### src/xpt_ctrl_regs.svh
// Register offsets, fields and timing counts for the crosspoint host controller
`ifndef XPT_CTRL_REGS_SVH
`define XPT_CTRL_REGS_SVH

// AXI4-Lite byte offsets of the controller registers
`define OFS_CMD 4'h0
`define OFS_DATA 4'h4
`define OFS_STATUS 4'h8
`define OFS_RDATA 4'hC

// Command register fields
`define CMD_INDEX_LSB 0
`define CMD_BANK_BIT 6
`define CMD_OP_LSB 8
`define CMD_OP_W 3

// Status register fields
`define STAT_BUSY_BIT 0
`define STAT_ERR_BIT 1

// Device figures
`define NUM_OUTPUTS 6'h22
`define BROADCAST_INDEX 6'h3F
`define DISABLE_CODE 6'h3F
`define RESET_CURRENT_CODE 4'h7

// Strobe timing, ns and cycles at 40 ns
`define CLK_PERIOD_NS 40
`define STROBE_NS 80
`define SETUP_NS 40
`define STROBE_CYC ((`STROBE_NS + `CLK_PERIOD_NS - 1) / `CLK_PERIOD_NS)
`define SETUP_CYC ((`SETUP_NS + `CLK_PERIOD_NS - 1) / `CLK_PERIOD_NS)
`define RESET_NS 200
`define RESET_CYC ((`RESET_NS + `CLK_PERIOD_NS - 1) / `CLK_PERIOD_NS)

`endif

### src/xpt_ctrl_pkg.sv
// Types shared by the crosspoint host controller
package xpt_ctrl_pkg;
   typedef enum logic [2:0] {
      OP_NONE = 3'h0,
      OP_WRITE = 3'h1,
      OP_UPDATE = 3'h2,
      OP_READ = 3'h3,
      OP_RESET = 3'h4
   } op_t;

   typedef enum logic [2:0] {
      ST_IDLE = 3'b000,
      ST_SETUP = 3'b001,
      ST_STROBE = 3'b010,
      ST_HOLD = 3'b011,
      ST_DONE = 3'b100
   } state_t;
endpackage : xpt_ctrl_pkg

### src/axil_slave.sv
// AXI4-Lite slave front end: one write and one read at a time
`timescale 1ns/1ps
module axil_slave (
   input wire logic clk,
   input wire logic resetn,
   input wire logic ce,
   input wire logic [3:0] awaddr,
   input wire logic awvalid,
   output logic awready,
   input wire logic [31:0] wdata,
   input wire logic [3:0] wstrb,
   input wire logic wvalid,
   output logic wready,
   output logic [1:0] bresp,
   output logic bvalid,
   input wire logic bready,
   input wire logic [3:0] araddr,
   input wire logic arvalid,
   output logic arready,
   output logic [31:0] rdata,
   output logic [1:0] rresp,
   output logic rvalid,
   input wire logic rready,
   output logic wr_stb,
   output logic [3:0] wr_addr,
   output logic [31:0] wr_data,
   output logic [3:0] wr_be,
   output logic rd_stb,
   output logic [3:0] rd_addr,
   input wire logic [31:0] rd_value,
   input wire logic rd_ok
);
   logic aw_ff, w_ff, b_ff, r_ff;
   logic [3:0] awa_ff;
   logic [31:0] wd_ff;
   logic [3:0] ws_ff;
   logic [31:0] rd_ff;
   logic [1:0] rr_ff;

   // Accept each channel independently until it is held; both stay closed until the response is taken
   assign awready = !aw_ff && !b_ff;
   assign wready = !w_ff && !b_ff;
   assign arready = !r_ff;
   assign wr_stb = aw_ff && w_ff && !b_ff;
   assign wr_addr = awa_ff;
   assign wr_data = wd_ff;
   assign wr_be = ws_ff;
   assign rd_stb = arvalid && arready;
   assign rd_addr = araddr;
   assign bresp = 2'h0;
   assign bvalid = b_ff;
   assign rvalid = r_ff;
   assign rdata = rd_ff;
   assign rresp = rr_ff;

   // Write path
   always_ff @(posedge clk) begin
      if (!resetn) begin
         aw_ff <= 1'b0;
         w_ff <= 1'b0;
         b_ff <= 1'b0;
         awa_ff <= 4'h0;
         wd_ff <= 32'h0;
         ws_ff <= 4'h0;
      end else if (ce) begin
         if (awvalid && awready) begin
            aw_ff <= 1'b1;
            awa_ff <= awaddr;
         end
         if (wvalid && wready) begin
            w_ff <= 1'b1;
            wd_ff <= wdata;
            ws_ff <= wstrb;
         end
         if (wr_stb) begin
            aw_ff <= 1'b0;
            w_ff <= 1'b0;
            b_ff <= 1'b1;
         end
         if (b_ff && bready) b_ff <= 1'b0;
      end
   end

   // Read path, data sampled at address acceptance
   always_ff @(posedge clk) begin
      if (!resetn) begin
         r_ff <= 1'b0;
         rd_ff <= 32'h0;
         rr_ff <= 2'h0;
      end else if (ce) begin
         if (rd_stb) begin
            r_ff <= 1'b1;
            rd_ff <= rd_value;
            rr_ff <= rd_ok ? 2'h0 : 2'h2;
         end else if (r_ff && rready) begin
            r_ff <= 1'b0;
         end
      end
   end
endmodule : axil_slave

### src/xpt_host_ctrl.sv
// Host controller driving the crosspoint parallel control port
`timescale 1ns/1ps
`include "xpt_ctrl_regs.svh"
module xpt_host_ctrl
   import xpt_ctrl_pkg::*;
(
   input wire logic clk,
   input wire logic resetn,
   input wire logic ce,
   input wire logic [3:0] awaddr,
   input wire logic awvalid,
   output logic awready,
   input wire logic [31:0] wdata,
   input wire logic [3:0] wstrb,
   input wire logic wvalid,
   output logic wready,
   output logic [1:0] bresp,
   output logic bvalid,
   input wire logic bready,
   input wire logic [3:0] araddr,
   input wire logic arvalid,
   output logic arready,
   output logic [31:0] rdata,
   output logic [1:0] rresp,
   output logic rvalid,
   input wire logic rready,
   output logic [5:0] output_index,
   output logic bank_select_bit,
   input wire logic [5:0] config_data_bus_in,
   output logic [5:0] config_data_bus_out,
   output logic config_data_bus_oe,
   output logic chip_select_n,
   output logic write_enable_n,
   output logic update_n,
   output logic readback_enable_n,
   output logic reset_n_pin
);
   state_t state_ff, nxt_state;
   op_t op_ff;
   logic [2:0] cnt_ff;
   logic [5:0] idx_ff;
   logic bank_ff;
   logic [5:0] data_ff;
   logic [5:0] rb_ff;
   logic err_ff;
   logic [2:0] por_ff;
   logic wr_stb, rd_stb;
   logic [3:0] wr_addr, rd_addr;
   logic [31:0] wr_data, rd_value;
   logic [3:0] wr_be;
   logic rd_ok;

   axil_slave u_bus (
      .clk(clk),
      .resetn(resetn),
      .ce(ce),
      .awaddr(awaddr),
      .awvalid(awvalid),
      .awready(awready),
      .wdata(wdata),
      .wstrb(wstrb),
      .wvalid(wvalid),
      .wready(wready),
      .bresp(bresp),
      .bvalid(bvalid),
      .bready(bready),
      .araddr(araddr),
      .arvalid(arvalid),
      .arready(arready),
      .rdata(rdata),
      .rresp(rresp),
      .rvalid(rvalid),
      .rready(rready),
      .wr_stb(wr_stb),
      .wr_addr(wr_addr),
      .wr_data(wr_data),
      .wr_be(wr_be),
      .rd_stb(rd_stb),
      .rd_addr(rd_addr),
      .rd_value(rd_value),
      .rd_ok(rd_ok)
   );

   // Register decode
   wire busy = (state_ff != ST_IDLE);
   wire cmd_hit = wr_stb && (wr_addr == `OFS_CMD) && wr_be[1];
   wire data_hit = wr_stb && (wr_addr == `OFS_DATA) && wr_be[0];
   wire op_t new_op = op_t'(wr_data[`CMD_OP_LSB +: `CMD_OP_W]);
   wire [5:0] new_idx = wr_data[`CMD_INDEX_LSB +: 6];
   wire new_bank = wr_data[`CMD_BANK_BIT];
   // Reserved indices are refused for write and read commands only
   wire idx_reserved = (new_idx >= `NUM_OUTPUTS) && (new_idx != `BROADCAST_INDEX);
   // Broadcast readback is refused here
   wire bad_read = (new_op == OP_READ) && (new_idx == `BROADCAST_INDEX);
   wire op_known = (new_op == OP_WRITE) || (new_op == OP_UPDATE) ||
                   (new_op == OP_READ) || (new_op == OP_RESET);
   wire needs_idx = (new_op == OP_WRITE) || (new_op == OP_READ);
   wire reject = !op_known || bad_read || (needs_idx && idx_reserved);
   wire start = cmd_hit && !busy && !reject;
   wire refuse = cmd_hit && (busy || reject);

   assign rd_ok = (rd_addr == `OFS_CMD) || (rd_addr == `OFS_DATA) ||
                  (rd_addr == `OFS_STATUS) || (rd_addr == `OFS_RDATA);
   assign rd_value = (rd_addr == `OFS_CMD) ?
                        {21'h0, op_ff, 1'b0, bank_ff, idx_ff} :
                     (rd_addr == `OFS_DATA) ? {26'h0, data_ff} :
                     (rd_addr == `OFS_STATUS) ? {30'h0, err_ff, busy} :
                     (rd_addr == `OFS_RDATA) ? {26'h0, rb_ff} : 32'h0;

   // Strobe sequencer: setup, strobe low, hold
   wire cnt_done = (cnt_ff == 3'h0);
   always_comb begin
      nxt_state = state_ff;
      case (state_ff)
         ST_IDLE: if (start) nxt_state = ST_SETUP;
         ST_SETUP: if (cnt_done) nxt_state = ST_STROBE;
         ST_STROBE: if (cnt_done) nxt_state = ST_HOLD;
         ST_HOLD: if (cnt_done) nxt_state = ST_DONE;
         ST_DONE: nxt_state = ST_IDLE;
         default: nxt_state = ST_IDLE;
      endcase
   end

   wire strobing = (state_ff == ST_STROBE);
   wire active = (state_ff == ST_SETUP) || strobing || (state_ff == ST_HOLD);
   wire is_read = (op_ff == OP_READ);
   // Select only around the access; reset pin needs no select
   wire nxt_cs_n = !(active && (op_ff != OP_RESET));
   // Write strobe pulsed then returned high
   wire nxt_we_n = !(strobing && (op_ff == OP_WRITE));
   wire nxt_upd_n = !(strobing && (op_ff == OP_UPDATE));
   // Readback held across setup and hold, never with write strobe
   wire nxt_re_n = !(active && is_read);
   // Release data bus while reading
   wire nxt_oe = active && (op_ff == OP_WRITE);
   wire nxt_rst = !(strobing && (op_ff == OP_RESET));
   wire [2:0] nxt_cnt = (state_ff == ST_IDLE) ? 3'(`SETUP_CYC - 1) :
                        (state_ff == ST_SETUP && cnt_done) ?
                           3'(`STROBE_CYC - 1) :
                        (state_ff == ST_STROBE && cnt_done) ?
                           3'(`SETUP_CYC - 1) :
                        cnt_done ? 3'h0 : cnt_ff - 3'h1;

   // Sequencer and command state
   always_ff @(posedge clk) begin
      if (!resetn) begin
         state_ff <= ST_IDLE;
         cnt_ff <= 3'h0;
         op_ff <= OP_NONE;
         idx_ff <= 6'h0;
         bank_ff <= 1'b0;
      end else if (ce) begin
         state_ff <= nxt_state;
         cnt_ff <= nxt_cnt;
         if (start) begin
            op_ff <= new_op;
            idx_ff <= new_idx;
            bank_ff <= new_bank;
         end
      end
   end

   // Data word, high bit most significant
   always_ff @(posedge clk) begin
      if (!resetn) begin
         data_ff <= `DISABLE_CODE;
      end else if (ce && data_hit && !busy) begin
         data_ff <= wr_data[5:0];
      end
   end

   // Readback capture at end of strobe and error flag; set beats clear
   always_ff @(posedge clk) begin
      if (!resetn) begin
         rb_ff <= 6'h0;
         err_ff <= 1'b0;
      end else if (ce) begin
         if (strobing && cnt_done && is_read) rb_ff <= config_data_bus_in;
         if (refuse) err_ff <= 1'b1;
         else if (start) err_ff <= 1'b0;
      end
   end

   // Device pins from flops; reset pin pulsed after controller reset
   // The pulse also clears both ranks; commands are not held off until it ends
   always_ff @(posedge clk) begin
      if (!resetn) begin
         chip_select_n <= 1'b1;
         write_enable_n <= 1'b1;
         update_n <= 1'b1;
         readback_enable_n <= 1'b1;
         config_data_bus_oe <= 1'b0;
         config_data_bus_out <= 6'h0;
         output_index <= 6'h0;
         bank_select_bit <= 1'b0;
         reset_n_pin <= 1'b0;
         por_ff <= 3'(`RESET_CYC);
      end else if (ce) begin
         chip_select_n <= nxt_cs_n;
         write_enable_n <= nxt_we_n;
         update_n <= nxt_upd_n;
         readback_enable_n <= nxt_re_n;
         config_data_bus_oe <= nxt_oe;
         config_data_bus_out <= data_ff;
         output_index <= idx_ff;
         bank_select_bit <= bank_ff;
         if (por_ff != 3'h0) por_ff <= por_ff - 3'h1;
         reset_n_pin <= (por_ff == 3'h0) && nxt_rst;
      end
   end
endmodule : xpt_host_ctrl

### config.mk
export PLATFORM = sky130hd
export DESIGN_NAME = xpt_host_ctrl
export DESIGN_NICKNAME = d
export VERILOG_FILES = /design/src/xpt_ctrl_pkg.sv /design/src/axil_slave.sv /design/src/xpt_host_ctrl.sv
export VERILOG_INCLUDE_DIRS = /design/src
export SDC_FILE = /design/constraint.sdc
export NUM_CORES = 1
export LEC_CHECK = 0
export ABC_AREA = 1
export BUFFER_PORTS_ARGS = -buffer_cell sky130_fd_sc_hd__buf_2
export CORE_UTILIZATION = 50
export DETAILED_ROUTE_END_ITERATION = 8
export HOLD_SLACK_MARGIN = 0.02
export PLACE_DENSITY = 0.81
export SLEW_MARGIN = 20
export SYNTH_ARGS = -nofsm -noshare
export SYNTH_HDL_FRONTEND = slang
export SYNTH_SLANG_ARGS = --single-unit
### constraint.sdc
create_clock -name clk -period 1.7 [get_ports clk]
set_input_delay 0.17 -clock clk [delete_from_list [all_inputs] [get_ports clk]]
set_output_delay 0.17 -clock clk [all_outputs]
set_load 0.02 [all_outputs]
==> flow_metrics.tcl <==
set metrics [dict create \
    core_mm2 0.00679 \
    syn_inst 465 \
    root_buffer "clkbuf_8" \
    drtPass1Iterations 5 \
    crit_slowest_cell "dfxtp_1" \
    postCtsSetupRepairBufs 0 \
    track_usage_pct 21.9 \
    synth.area.top_cells "dfxtp_1 (47%), o21ai_0 (8.2%), nor2_1 (6.8%), nand2_1 (6.7%), a21oi_1 (6.4%)" \
    wl_per_cell_um 12.1 \
    cts.clk_slew.worst_paths_ns 0.07 \
    drv_cap 0 \
    path_buf_inv 2 \
    cts-htree-levels 3 \
    drtIter0Drc 288 \
    status "complete, no violations" \
    drc 0 \
    drt_wl_total_um 7630 \
    peakVddDrop_uv 454 \
    final_util_pct 59.7 \
    cp.arrival_ns 1.73 \
    start_kind "flop" \
    drv_slew 0 \
    nets 593 \
    yosysUniqueCellTypes 29 \
    cts-hold-fix-buffers 0 \
    insertion_delay_ns 0.35 \
    synth_seq_area_share_pct 46.6 \
    critical_path.max_fanout 10 \
    dp_slack_ns 0.183 \
    initial_core_util_pct 51.8 \
    port_buffers 68 \
    vias_per_cell 5.01 \
    hold_viol_final 0 \
    ioPinCount 118 \
    grt_pass1_wl_um 12600 \
    rsz0062_at_grt "false" \
    cp_cell_sequence "inv_1, nor2_1, nand2_1, nor3_2, nand3_2, buf_4, o21ai_1, a21oi_1" \
    finalWorstSetupSlack_ns 0.205 \
    grt_max_degree 37 \
    cts_buffer_depth 2 \
    synth_edf_count 0 \
    yosysWarnings 0 \
    gp_congestion 0.920 \
    max_stage_delay_ns 0.33 \
    hold_class "in2reg" \
    antenna-diode-count 0 \
    crit_type "reg2reg" \
    synth_area_leader_cell "dfxtp_1" \
    drive_gt1_share_pct 18.5 \
    area.sequential_mm2 0.00164 \
    pwr_density_cell_mw_per_mm2 1050 \
    tritoncts "done" \
    synth_seq_cells 82 \
    tns_ns 0 \
    die_area_mm2 0.00738 \
    gr-total-overflow 0 \
    synth_ff_type "dfxtp_1" \
    clkSinkCount 82 \
    rows 30 \
    yosys-top-cells-count "dfxtp_1 (82), nor2_1 (64), nand2_1 (63)" \
    vias 3157 \
    skew_ns 0.00947 \
    setup_violations 0 \
    fillers 632 \
    crit_path_end_kind "flop" \
    die_x_um 85.9 \
    ff2ff_setup_slack_ns 0.20 \
    fin_crit_sh_pct 88.0 \
    yosysTopAreaCellShare_pct 46.6 \
    crit_required_ns 1.94 \
    max_freq_mhz 669 \
    dp.final_hpwl_um 5710 \
    grt_pass1_vias 2712 \
    ant_nets 0 \
    antenna_found_initial 0 \
    multiInputGateArea_mm2 0.00151 \
    synth.most_common_cell "dfxtp_1" \
    power_leakage_uw 0.00184 \
    path_delay_family "simple AND/OR/NAND/NOR gates" \
    cts_buffers 9 \
    synth-async-reset-ratio_pct 0 \
    fp.dieH_um 85.9 \
    layout_min_cycle_time_ns 1.50 \
    area_growth_pct 15.1 \
    netlist_area_mm2 0.00352 \
    syn_area_per_cell_um2 7.57 \
]
## per-stage QoR
stage	cells	total power (uW)	hold slack, ns	area, um2
after CTS	630	4280	0.0651	4050
after global placement	616	2890	0.419	3860
final	630	4270	0.0712	4050
after floorplan	489	2740	0.335	3610
after global routing	630	4500	0.0866	4050
after detailed placement	616	2920	0.428	3860
## layout make-up
type	count	area share, %
sequential	82	40.5
timing repair buffer	76	10.2
multi-input combinational	314	37.2
inverter	48	4.45
clock inverter	3	0.988
tap	96	2.96
clock buffer	11	3.74
## logic make-up after synthesis
kind of cell	count (synthesis)	share of synthesized area [%]
and+or+nand+nor	158	19.0
buffers and inverters	93	13.3
adders and majority gates	4	1.42
other	1	0.107
AOI/OAI and AO/OA	127	19.6
DFF	82	46.6
## registers in the layout (all words and copies together), names as in the netlist, 4 cells and up
name	flops
config_data_bus_out	6
data_ff	6
idx_ff	6
output_index	6
rb_ff	6
u_bus.rdata	10
u_bus.wr_addr	4
u_bus.wr_data	10
## worst min-delay path, stage by stage
cell and delay (ns):
buf_2 0.07, o21ai_0 0.07, nor2_1 0.07
## metal layers
metal	wire length, um	global-route usage [%]
met1	3480	28.6
met2	3640	34.3
met3	347	4.52
met4	164	11.1
met5	0	0
## power breakdown
part | total (uW) | switching (uW) | leakage (uW) | internal (uW)
Combinational | 767 | 533 | 0.00107 | 234
Sequential | 2110 | 71.6 | 0.000671 | 2040
Clock | 1390 | 653 | 0.000101 | 738
## final timing paths
kind,startpoint,end,depth (start not counted)
hold reg to reg,rb_ff[5],rb_ff[5],2
setup / recovery,u_bus.aw_ff,idx_ff[1],8
hold / removal,wdata[6],u_bus.wr_data[6],3
setup reg to reg,u_bus.aw_ff,idx_ff[1],8
## timing repair
action / CTS / global route
hold endpoints to repair: 0 / 0
setup endpoints to repair: 0 / 2
gates resized for setup: 0 / 1
## cell usage in the layout, fill, tap and decap left out
cell type and count:
o22ai_1 1, bufinv_16 1, dfxtp_1 82, buf_4 7, nor3_2 1, buf_12 1, a41oi_1 5, clkinv_2 2
buf_2 68, nand3_1 17, o21a_1 1, nor2_1 64, a31oi_1 1, nor3_4 1, o21ai_1 6, nor2_2 1
a21oi_1 45, nor4_1 1, o21ai_0 58, inv_1 48, o21ai_2 3, nand3_2 2, o211ai_1 7, clkbuf_8 11
nand4_2 1, nor3_1 2, ha_1 4, conb_1 25, nand2_1 63, nand4_1 5
No activity file was read; power rests on OpenSTA's default activity.
